File: config.mk
export PLATFORM = sky130hd
export DESIGN_NAME = core_interrupt_enable_flags
export DESIGN_NICKNAME = d
export VERILOG_FILES = /design/src/logic/irq_ctrl_pkg.sv /design/src/logic/core_interrupt_enable_flags.sv
export SDC_FILE = /design/constraint.sdc
export NUM_CORES = 1
export LEC_CHECK = 0
export BUFFER_PORTS_ARGS = -buffer_cell sky130_fd_sc_hd__buf_2
export CAP_MARGIN = 20
export CORE_MARGIN = 5
export CORE_UTILIZATION = 39
export CTS_CLUSTER_SIZE = 10
export DETAILED_ROUTE_END_ITERATION = 8
export PLACE_DENSITY = 0.88
export SYNTH_ARGS = -nofsm -noshare
export SYNTH_HDL_FRONTEND = slang
export SYNTH_SLANG_ARGS = --single-unit
export TNS_END_PERCENT = 5
File: constraint.sdc
create_clock -name i_clk -period 1.8 [get_ports i_clk]
set_clock_uncertainty 0.1 [all_clocks]
set_input_delay 0 -clock i_clk [delete_from_list [all_inputs] [get_ports i_clk]]
set_output_delay 0 -clock i_clk [all_outputs]
set_load 0.01 [all_outputs]
File: src/logic/irq_ctrl_pkg.sv
// Purpose : shared constants and types for the core interrupt enable and flag block
// Assumes : AHB-Lite register access, one 20 MHz clock
// Notes   : register offsets are byte addresses of aligned 32-bit words
package irq_ctrl_pkg;

  // register byte offsets
  localparam logic [7:0] OFF_CTRL     = 8'h00;
  localparam logic [7:0] OFF_PERIPH_EN = 8'h04;
  localparam logic [7:0] OFF_EVT_STAT = 8'h08;
  localparam logic [7:0] OFF_EVT_CLR  = 8'h0c;
  localparam logic [7:0] OFF_EVT_EN   = 8'h10;

  // interrupt control field positions
  localparam int BIT_GLOBAL_EN   = 7;
  localparam int BIT_PERIPH_EN   = 6;
  localparam int BIT_T0_EN       = 5;
  localparam int BIT_EXT_EN      = 4;
  localparam int BIT_CHANGE_EN   = 3;
  localparam int BIT_T0_FLAG     = 2;
  localparam int BIT_EXT_FLAG    = 1;
  localparam int BIT_CHANGE_FLAG = 0;

  // peripheral enable one field positions
  localparam int BIT_T1_GATE_EN  = 7;
  localparam int BIT_ADC_EN      = 6;
  localparam int BIT_RX_EN       = 5;
  localparam int BIT_TX_EN       = 4;
  localparam int BIT_SYNC_EN     = 3;
  localparam int BIT_CAPCOMP_EN  = 2;
  localparam int BIT_T2_MATCH_EN = 1;
  localparam int BIT_T1_OVF_EN   = 0;

  // block event status bits
  localparam int EVT_TAKE     = 0;
  localparam int EVT_RETURN   = 1;
  localparam int EVT_EXT_EDGE = 2;
  localparam int EVT_COUNT    = 3;

  // values after reset, and the vector address loaded on a take
  localparam logic [7:0]  RST_CTRL   = 8'h00;
  localparam logic [7:0]  RST_PERIPH_EN = 8'h00;
  localparam logic [2:0]  RST_EVT    = 3'h0;
  localparam logic [13:0] RST_VECTOR = 14'h0000;
  localparam logic [13:0] IRQ_VECTOR = 14'h0004;

  // bus data phase states
  typedef enum logic [2:0] {
    BUS_IDLE  = 3'b001,
    BUS_WRITE = 3'b010,
    BUS_READ  = 3'b100
  } bus_state_t;

  // ahb-lite request signals from master and decoder
  typedef struct packed {
    logic        hsel;
    logic [31:0] haddr;
    logic [1:0]  htrans;
    logic        hwrite;
    logic [2:0]  hsize;
    logic [31:0] hwdata;
    logic        hready;
  } ahb_in_t;

endpackage : irq_ctrl_pkg

File: src/logic/core_interrupt_enable_flags.sv
// Purpose : interrupt control register, peripheral enable one register and core request logic
// Assumes : inputs synchronous to i_clk; per-pin change flags and peripheral flags live outside
// Notes   : reads take one wait state, writes none; response always OKAY
// Notes on behaviour
// RULE_01 - global enable bit 7 gates every request
// RULE_02 - peripheral group enable bit 6 gates peripherals
// RULE_03 - timer zero enable bit 5, flag bit 2
// RULE_04 - external pin enable bit 4, flag bit 1
// RULE_05 - pin change enable bit 3 gates change requests
// RULE_06 - summary flag bit 0 follows per-pin flags
// RULE_07 - summary flag read-only, clears with per-pin flags
// RULE_08 - flags set regardless of any enable
// RULE_09 - software clears flags before enabling them
// RULE_10 - peripheral enables need group enable too
// RULE_11 - bit 7 gate acquisition, bit 6 adc
// RULE_12 - bit 5 serial receive, bit 4 transmit
// RULE_13 - bit 3 sync port, bit 2 capcomp
// RULE_14 - bit 1 timer two match, bit 0 overflow
// RULE_15 - both registers reset to zero
// RULE_16 - taking interrupt clears global enable, loads vector
// RULE_17 - return from interrupt sets global enable again
// RULE_18 - edge select picks rising or falling pin edge
// RULE_19 - request combines core and gated peripheral terms
//
// Local design decisions: the AHB-Lite slave port and the register offsets.
`timescale 1ns/1ps
module core_interrupt_enable_flags #(
  parameter int PIN_COUNT = 8
) (
  input  wire logic                   i_clk,
  input  wire logic                   i_arst_n,
  input  wire irq_ctrl_pkg::ahb_in_t  i_ahb,
  output logic [31:0]                 o_hrdata,
  output logic                        o_hreadyout,
  output logic                        o_hresp,
  input  wire logic                   i_timer_zero_overflow,
  input  wire logic                   i_ext_pin,
  input  wire logic                   i_ext_edge_select,
  input  wire logic [PIN_COUNT-1:0]   i_per_pin_change_flags,
  input  wire logic [7:0]             i_periph_flags,
  input  wire logic                   i_return_from_irq,
  output logic                        o_core_irq_req,
  output logic                        o_irq_take,
  output logic [13:0]                 o_vector_addr,
  output logic                        o_irq_return,
  output logic                        o_irq
);
  import irq_ctrl_pkg::*;

  // whole module state
  typedef struct packed {
    bus_state_t          bus;
    logic [7:0]          addr;
    logic [31:0]         rdata;
    logic                ready;
    logic [7:0]          ctrl;
    logic [7:0]          periph_en;
    logic                ext_pin_prev;
    logic                req;
    logic                take;
    logic [13:0]         vector;
    logic                ret;
    logic [EVT_COUNT-1:0] evt_stat;
    logic [EVT_COUNT-1:0] evt_en;
    logic                irq;
  } state_t;

  state_t st_q;
  state_t st_d;

  // one-hot register select, shared by the read and write paths
  function automatic logic [4:0] reg_sel(input logic [7:0] a);
    logic [4:0] s;
    s = 5'h00;
    case (a)
      OFF_CTRL:     s = 5'h01;
      OFF_PERIPH_EN: s = 5'h02;
      OFF_EVT_STAT: s = 5'h04;
      OFF_EVT_CLR:  s = 5'h08;
      OFF_EVT_EN:   s = 5'h10;
      default:      s = 5'h00;
    endcase
    return s;
  endfunction : reg_sel

  logic                  accept;
  logic                  core_term;
  logic                  periph_term;
  logic                  req_calc;
  logic                  ext_rise;
  logic                  ext_fall;
  logic                  ext_edge;
  logic                  take_next;
  logic [4:0]            wsel;
  logic [4:0]            rsel;
  logic [7:0]            wbyte;
  logic [EVT_COUNT-1:0]  evt_set;

  // address phase is taken only when the bus is ready
  assign accept = i_ahb.hsel & i_ahb.htrans[1] & i_ahb.hready;
  assign wsel   = (st_q.bus == BUS_WRITE) ? reg_sel(st_q.addr) : 5'h00;
  assign rsel   = reg_sel(st_q.addr);
  assign wbyte  = i_ahb.hwdata[7:0];

  // external pin edge, chosen by edge select
  assign ext_rise = i_ext_pin & ~st_q.ext_pin_prev;
  assign ext_fall = ~i_ext_pin & st_q.ext_pin_prev;
  assign ext_edge = i_ext_edge_select ? ext_rise : ext_fall; // RULE_18

  // request terms; core sources need their own enable, peripherals also the group enable
  assign core_term = (st_q.ctrl[BIT_T0_EN] & st_q.ctrl[BIT_T0_FLAG])       // RULE_03
                   | (st_q.ctrl[BIT_EXT_EN] & st_q.ctrl[BIT_EXT_FLAG])     // RULE_04
                   | (st_q.ctrl[BIT_CHANGE_EN] & st_q.ctrl[BIT_CHANGE_FLAG]); // RULE_05
  assign periph_term = st_q.ctrl[BIT_PERIPH_EN] & (|(st_q.periph_en & i_periph_flags)); // RULE_02 RULE_10
  assign req_calc = st_q.ctrl[BIT_GLOBAL_EN] & (core_term | periph_term); // RULE_01 RULE_19

  // block events for the local interrupt output
  // take decided from registered state only, so the status path forms no loop through st_d
  assign take_next = st_q.req & st_q.ctrl[BIT_GLOBAL_EN] & ~st_q.take;
  assign evt_set = {ext_edge, i_return_from_irq, take_next};

  // next state
  always_comb begin
    st_d = st_q;
    st_d.ext_pin_prev = i_ext_pin;

    // bus data phase
    case (st_q.bus)
      BUS_IDLE: begin
        st_d.ready = 1'b1;
      end
      BUS_WRITE: begin
        st_d.ready = 1'b1;
      end
      BUS_READ: begin
        // registers sampled one cycle late so a preceding write is already applied
        st_d.rdata = 32'h0000_0000;
        case (1'b1)
          rsel[0]: st_d.rdata = {24'h00_0000, st_q.ctrl};
          rsel[1]: st_d.rdata = {24'h00_0000, st_q.periph_en};
          rsel[2]: st_d.rdata = {29'h0000_0000, st_q.evt_stat};
          rsel[4]: st_d.rdata = {29'h0000_0000, st_q.evt_en};
          default: st_d.rdata = 32'h0000_0000;
        endcase
        st_d.ready = 1'b1;
      end
      default: begin
        st_d.ready = 1'b1;
      end
    endcase
    st_d.bus = BUS_IDLE;
    if (accept) begin
      st_d.addr = {i_ahb.haddr[7:2], 2'b00};
      if (i_ahb.hwrite) begin
        st_d.bus = BUS_WRITE;
      end else begin
        st_d.bus   = BUS_READ;
        st_d.ready = 1'b0;
      end
    end

    // software writes to the control register; the summary bit is not writable
    if (wsel[0]) begin
      st_d.ctrl[7:1] = wbyte[7:1];
    end
    st_d.ctrl[BIT_CHANGE_FLAG] = |i_per_pin_change_flags; // RULE_06 RULE_07
    // hardware set wins over a software clear in the same cycle
    st_d.ctrl[BIT_T0_FLAG]  = st_d.ctrl[BIT_T0_FLAG] | i_timer_zero_overflow; // RULE_03 RULE_08
    st_d.ctrl[BIT_EXT_FLAG] = st_d.ctrl[BIT_EXT_FLAG] | ext_edge; // RULE_04 RULE_08
    if (wsel[1]) begin
      st_d.periph_en = wbyte; // RULE_11 RULE_12 RULE_13 RULE_14
    end

    // vectoring: one take pulse, global enable dropped so it cannot repeat
    st_d.req  = req_calc;
    st_d.take = take_next;
    if (st_d.take) begin
      st_d.ctrl[BIT_GLOBAL_EN] = 1'b0; // RULE_16
      st_d.vector = IRQ_VECTOR; // RULE_16
      st_d.req = 1'b0;
    end
    // return re-enables last, so it beats a take or write in the same cycle
    st_d.ret = i_return_from_irq;
    if (i_return_from_irq) begin
      st_d.ctrl[BIT_GLOBAL_EN] = 1'b1; // RULE_17
    end

    // block event status, set beats write-one-to-clear
    if (wsel[3]) begin
      st_d.evt_stat = st_q.evt_stat & ~wbyte[EVT_COUNT-1:0];
    end
    st_d.evt_stat = st_d.evt_stat | evt_set;
    if (wsel[4]) begin
      st_d.evt_en = wbyte[EVT_COUNT-1:0];
    end
    st_d.irq = |(st_q.evt_stat & st_q.evt_en);
  end

  // state register; everything clears to zero on reset except ready, which resets high, and bus, which resets to BUS_IDLE
  always_ff @(posedge i_clk or negedge i_arst_n) begin
    if (!i_arst_n) begin
      st_q.bus          <= BUS_IDLE;
      st_q.addr         <= 8'h00;
      st_q.rdata        <= 32'h0000_0000;
      st_q.ready        <= 1'b1;
      st_q.ctrl         <= RST_CTRL; // RULE_15
      st_q.periph_en    <= RST_PERIPH_EN; // RULE_15
      st_q.ext_pin_prev <= 1'b0;
      st_q.req          <= 1'b0;
      st_q.take         <= 1'b0;
      st_q.vector       <= RST_VECTOR;
      st_q.ret          <= 1'b0;
      st_q.evt_stat     <= RST_EVT;
      st_q.evt_en       <= RST_EVT;
      st_q.irq          <= 1'b0;
    end else begin
      st_q <= st_d;
    end
  end

  // outputs straight from state, except o_hresp which is tied to OKAY
  assign o_hrdata       = st_q.rdata;
  assign o_hreadyout    = st_q.ready;
  assign o_hresp        = 1'b0;
  assign o_core_irq_req = st_q.req;
  assign o_irq_take     = st_q.take;
  assign o_vector_addr  = st_q.vector;
  assign o_irq_return   = st_q.ret;
  assign o_irq          = st_q.irq;

  // checks on the request path, flags, bus port and event status
  a_no_req_gie_off: assert property (@(posedge i_clk) disable iff (!i_arst_n) // RULE_01
    !st_q.ctrl[BIT_GLOBAL_EN] |=> !o_core_irq_req)
    else $error("request raised while global enable clear");

  a_periph_gated: assert property (@(posedge i_clk) disable iff (!i_arst_n) // RULE_10
    (st_q.ctrl[BIT_GLOBAL_EN] && !st_q.ctrl[BIT_PERIPH_EN] && !core_term && !st_d.take)
      |=> !o_core_irq_req)
    else $error("peripheral request passed without group enable");

  a_req_formula: assert property (@(posedge i_clk) disable iff (!i_arst_n) // RULE_19
    !st_d.take |=> (o_core_irq_req == $past(req_calc)))
    else $error("core request does not match enables and flags");

  a_timer_flag_set: assert property (@(posedge i_clk) disable iff (!i_arst_n) // RULE_08
    i_timer_zero_overflow |=> st_q.ctrl[BIT_T0_FLAG])
    else $error("timer zero flag not set after overflow");

  a_ext_edge_flag: assert property (@(posedge i_clk) disable iff (!i_arst_n) // RULE_18
    ((i_ext_edge_select && i_ext_pin && !st_q.ext_pin_prev) ||
     (!i_ext_edge_select && !i_ext_pin && st_q.ext_pin_prev)) |=> st_q.ctrl[BIT_EXT_FLAG])
    else $error("external flag missed a selected edge");

  a_summary_track: assert property (@(posedge i_clk) disable iff (!i_arst_n) // RULE_07
    ##1 (st_q.ctrl[BIT_CHANGE_FLAG] == $past(|i_per_pin_change_flags)))
    else $error("change summary flag differs from per-pin flags");

  a_take_clears_gie: assert property (@(posedge i_clk) disable iff (!i_arst_n) // RULE_16
    $rose(o_irq_take) && !$past(i_return_from_irq)
      |-> !st_q.ctrl[BIT_GLOBAL_EN] && o_vector_addr == IRQ_VECTOR ##1 !o_irq_take)
    else $error("take did not clear global enable or load vector");

  a_return_sets_gie: assert property (@(posedge i_clk) disable iff (!i_arst_n) // RULE_17
    i_return_from_irq |=> st_q.ctrl[BIT_GLOBAL_EN] && o_irq_return)
    else $error("return did not set global enable");

  a_read_wait: assert property (@(posedge i_clk) disable iff (!i_arst_n)
    (accept && !i_ahb.hwrite) |=> !o_hreadyout ##1 o_hreadyout)
    else $error("read data phase not exactly one wait state");

  a_irq_level: assert property (@(posedge i_clk) disable iff (!i_arst_n)
    ##1 (o_irq == $past(|(st_q.evt_stat & st_q.evt_en))))
    else $error("interrupt output disagrees with enabled status");

  a_hresp_okay: assert property (@(posedge i_clk) disable iff (!i_arst_n)
    o_hresp == 1'b0)
    else $error("bus response not okay");

  a_write_no_wait: assert property (@(posedge i_clk) disable iff (!i_arst_n)
    (accept && i_ahb.hwrite) |=> o_hreadyout)
    else $error("write data phase stalled");

  a_rdata_upper: assert property (@(posedge i_clk) disable iff (!i_arst_n)
    o_hrdata[31:8] == 24'h00_0000)
    else $error("read data upper bits not zero");

  a_take_single: assert property (@(posedge i_clk) disable iff (!i_arst_n) // RULE_16
    o_irq_take |=> !o_irq_take)
    else $error("take pulse longer than one cycle");

  a_take_needs_req: assert property (@(posedge i_clk) disable iff (!i_arst_n) // RULE_16
    $rose(o_irq_take) |-> $past(o_core_irq_req) && $past(st_q.ctrl[BIT_GLOBAL_EN]))
    else $error("take without request and global enable");

  a_req_drops_take: assert property (@(posedge i_clk) disable iff (!i_arst_n) // RULE_16
    o_irq_take |-> !o_core_irq_req)
    else $error("request still high during take");

  a_vector_holds: assert property (@(posedge i_clk) disable iff (!i_arst_n) // RULE_16
    (o_vector_addr == IRQ_VECTOR) |=> (o_vector_addr == IRQ_VECTOR))
    else $error("vector address changed after first take");

  a_return_pulse: assert property (@(posedge i_clk) disable iff (!i_arst_n) // RULE_17
    ##1 (o_irq_return == $past(i_return_from_irq)))
    else $error("return pulse does not follow core return");

  a_ext_flag_held: assert property (@(posedge i_clk) disable iff (!i_arst_n) // RULE_04
    (!wsel[0] && st_q.ctrl[BIT_EXT_FLAG]) |=> st_q.ctrl[BIT_EXT_FLAG])
    else $error("external flag lost without a write");

  a_t0_flag_held: assert property (@(posedge i_clk) disable iff (!i_arst_n) // RULE_03
    (!wsel[0] && st_q.ctrl[BIT_T0_FLAG]) |=> st_q.ctrl[BIT_T0_FLAG])
    else $error("timer zero flag lost without a write");

  a_enables_held: assert property (@(posedge i_clk) disable iff (!i_arst_n) // RULE_05
    !wsel[0] |=> $stable(st_q.ctrl[5:3]))
    else $error("source enables changed without a write");

  a_periph_held: assert property (@(posedge i_clk) disable iff (!i_arst_n) // RULE_11
    !wsel[1] |=> $stable(st_q.periph_en))
    else $error("peripheral enables changed without a write");

  a_periph_write: assert property (@(posedge i_clk) disable iff (!i_arst_n) // RULE_12 RULE_13 RULE_14
    wsel[1] |=> (st_q.periph_en == $past(wbyte)))
    else $error("peripheral enable write not stored");

  a_periph_req: assert property (@(posedge i_clk) disable iff (!i_arst_n) // RULE_02
    (st_q.ctrl[BIT_GLOBAL_EN] && periph_term && !take_next) |=> o_core_irq_req)
    else $error("enabled peripheral flag raised no request");

  a_change_gated: assert property (@(posedge i_clk) disable iff (!i_arst_n) // RULE_05
    (!st_q.ctrl[BIT_CHANGE_EN] && !(st_q.ctrl[BIT_T0_EN] && st_q.ctrl[BIT_T0_FLAG]) &&
     !(st_q.ctrl[BIT_EXT_EN] && st_q.ctrl[BIT_EXT_FLAG]) && !periph_term) |=> !o_core_irq_req)
    else $error("pin change request passed while disabled");

  a_evt_sticky: assert property (@(posedge i_clk) disable iff (!i_arst_n)
    !wsel[3] |=> ((st_q.evt_stat & $past(st_q.evt_stat)) == $past(st_q.evt_stat)))
    else $error("event status bit lost without a clear");

  a_irq_masked: assert property (@(posedge i_clk) disable iff (!i_arst_n)
    (st_q.evt_en == RST_EVT) |=> !o_irq)
    else $error("interrupt output high with all events masked");

endmodule : core_interrupt_enable_flags

==> flow_summary.yaml <==
run_status:
  status: "finished clean"
sta:
  relSlewSlack: 0.4791
  period_needed_ns: 1.769
  layout_setup_ws_ns: 0.03135
  fin_tns_setup_ns: 0
  finalSetupViolCount: 0
  finalHoldViolCount: 0
  max_freq_mhz: 565.4
  rsz0062_at_grt: "yes"
  finalMaxSlewViolations: 0
  tightest_slew_ns: 0.7813
  fin_crit_sh: 0.9826
  hold_slack_ns: 0.01597
setup_path:
  critPathTopFamily: "simple AND/OR/NAND/NOR gates"
  setup.worst_path.end_class: "register"
  critPathBufInv: 0
  path_cells: "nor4_4 > and2b_1 > and3_4 > mux2_4"
  crit_arrival_ns: 1.86
  cpMaxStageDelayCell: "dfrtp_1"
  crit_path_start_kind: "register"
  worstSetupPathType: "register to register"
  slowest_delay_ns: 0.42
  critPathRequiredTime_ns: 1.89
  cp_max_fo: 8
yosys:
  yosysWarnings: 0
  ys_ff_latch: 46
  synth_ff_type: "dfrtp_1"
  syn_area_sq_mm: 0.002366
  synthCells: 208
  ys_seq_area_frac: 0.4876
  synth_edf_count: 0
  syn_avg_cell_area_sq_um: 11.38
  synth_top_area_share: 0.4654
  async_flop_share: 1.000
  yosysTopAreaCell: "dfrtp_1"
  synth.distinct_cells: 35
  yosys-top-cells-area: "dfrtp_1 (47%), buf_4 (15%), mux2_2 (6.2%)"
place:
  gp_congestion: 0.8018
  placedCellCount: 330
  place_hpwl_um: 3821
  port_buffers: 53
  pre_cts_ws_ns: 0.004995
global_route:
  grt_usage: 0.1341
  grt_pass1_wl_um: 7990
  grt_antenna_before_repair: 0
  grt-ovfl-total: 0
  grt_pass1_vias: 1753
  grt_max_degree: 37
clock_tree:
  cts_tree: "done"
  clk_latency_ns: 0.30
  numCtsBuffers: 5
  clk_pin_slew_ns: 0.08
  clockRootBuffer: "clkbuf_8"
  clockBufferDepth: 2
  clkSinkCount: 46
  cts_resized: 0
  htreeDepth: 2
routing:
  via_per_inst: 4.653
  num_vias: 1689
  drt_iter0_drc: 108
  drc: 0
  drt-total-wl_um: 4969
  ant_nets: 0
  wl_per_cell_um: 13.69
  firstDrtPassIters: 4
final_layout:
  area_growth_pct: 22.37
  multi_input_area_sq_um: 938.4
  nets: 381
  fill_cells: 519
  antennaDiodeCount: 0
  final_cell_mix: "buf_2 (53), dfrtp_1 (44), conb_1 (38)"
  regArea_sq_mm: 0.001154
  final_common_cell: "buf_2"
  final_cells: 363
  layout-drive-gt1-share: 0.3333
floorplan:
  ios: 146
  dieArea_sq_mm: 0.007725
  die-width_um: 87.89
  rows: 28
  die_h_um: 87.89
  core_area_sq_mm: 0.005921
  start_util: 0.3996
hold_path:
  hp-class: "primary input to register"
run:
  drv_cap: 0
power:
  worst_ir_drop_vdd_mv: 0.5306
  p_per_area_mw_per_mm2: 812.4
  p_leak_uw: 0.001403
  power_uw: 2352
## per-layer routing
layer  share of wire  routed length (um)  GRT usage  vias to the layer above
li1                -                   -          -                      795
met1            0.39                1919     0.1579                      819
met2            0.52                2589     0.2233                       64
met3           0.072                 356    0.04327                       11
met4           0.021                 104    0.05997                        0
met5               0                   0          0                        -
## per-stage QoR
step,area (sq um),util
after CTS,2888,0.4877
final,2895,0.4890
after global routing,2895,0.4890
after detailed placement,2537,0.4286
after floorplan,2505,-
after global placement,2537,0.4286
## area by class of cell
class / count / area share
sequential: 46 / 0.3984
timing repair buffer: 86 / 0.1979
tap: 75 / 0.03241
multi-input combinational: 141 / 0.3241
inverter: 7 / 0.009075
clock buffer: 6 / 0.02506
clock inverter: 2 / 0.01296
## final timing paths
check                                        startpoint                           end  slack [ns]  cells after the start
setup reg to reg                   st_q[78]$_DFFE_PN0P_          st_q[25]$_DFFE_PN0P_        0.03                      4
setup / recovery                   st_q[78]$_DFFE_PN0P_          st_q[25]$_DFFE_PN0P_        0.03                      4
hold / removal                                i_ahb[38]            st_q[82]$_DFF_PN1_        0.02                      2
hold reg to reg            o_vector_addr[2]$_DFFE_PN0P_  o_vector_addr[2]$_DFFE_PN0P_        0.37                      1
min in group asynchronous                      i_arst_n       o_hrdata[7]$_DFFE_PN0N_        0.22                      2
max in group asynchronous                      i_arst_n             st_q[4]$_DFF_PN0_        0.72                      3
## flip-flops by register name (all words and copies together) (netlist names)
name	count
o_vector_addr	1
o_hrdata	8
o_irq_return	1
o_hreadyout	1
st_q	32
o_irq	1
o_core_irq_req	1
o_irq_take	1
## logic make-up after synthesis
group	count (synthesis)	synth area share
buf+inv	58	0.1745
simple gates	47	0.1079
flops	46	0.4876
compound gates	28	0.08620
mux	28	0.1423
other cells	1	0.001585
## power breakdown
group	switching (uW)	internal [uW]
Sequential	68.4	1110
Combinational	229	204
Clock	325	414
Total	622	1730
## Yosys cell counts (2+ instances only)
cell type / instances
buf_4: 47
mux2i_1: 7
buf_2: 2
nand3_1: 2
nand2b_1: 5
dfrtp_1: 44
mux2_2: 13
inv_1: 7
a21o_1: 2
a21oi_1: 6
a22oi_1: 4
o31ai_1: 8
nor2_1: 9
nor4_1: 3
mux2_4: 8
nor3b_1: 2
nand2_1: 17
a221oi_1: 3
dfstp_2: 2
a222oi_1: 2
## repair_timing
| action | in CTS | in global routing |
|---|---|---|
| endpoints found under the hold margin | 66 | 0 |
| hold buffers | 24 | 0 |
| setup endpoints to repair | 0 | 10 |
| buffers inserted | 0 | 1 |
Note: power is estimated with default switching activity, not from simulation.
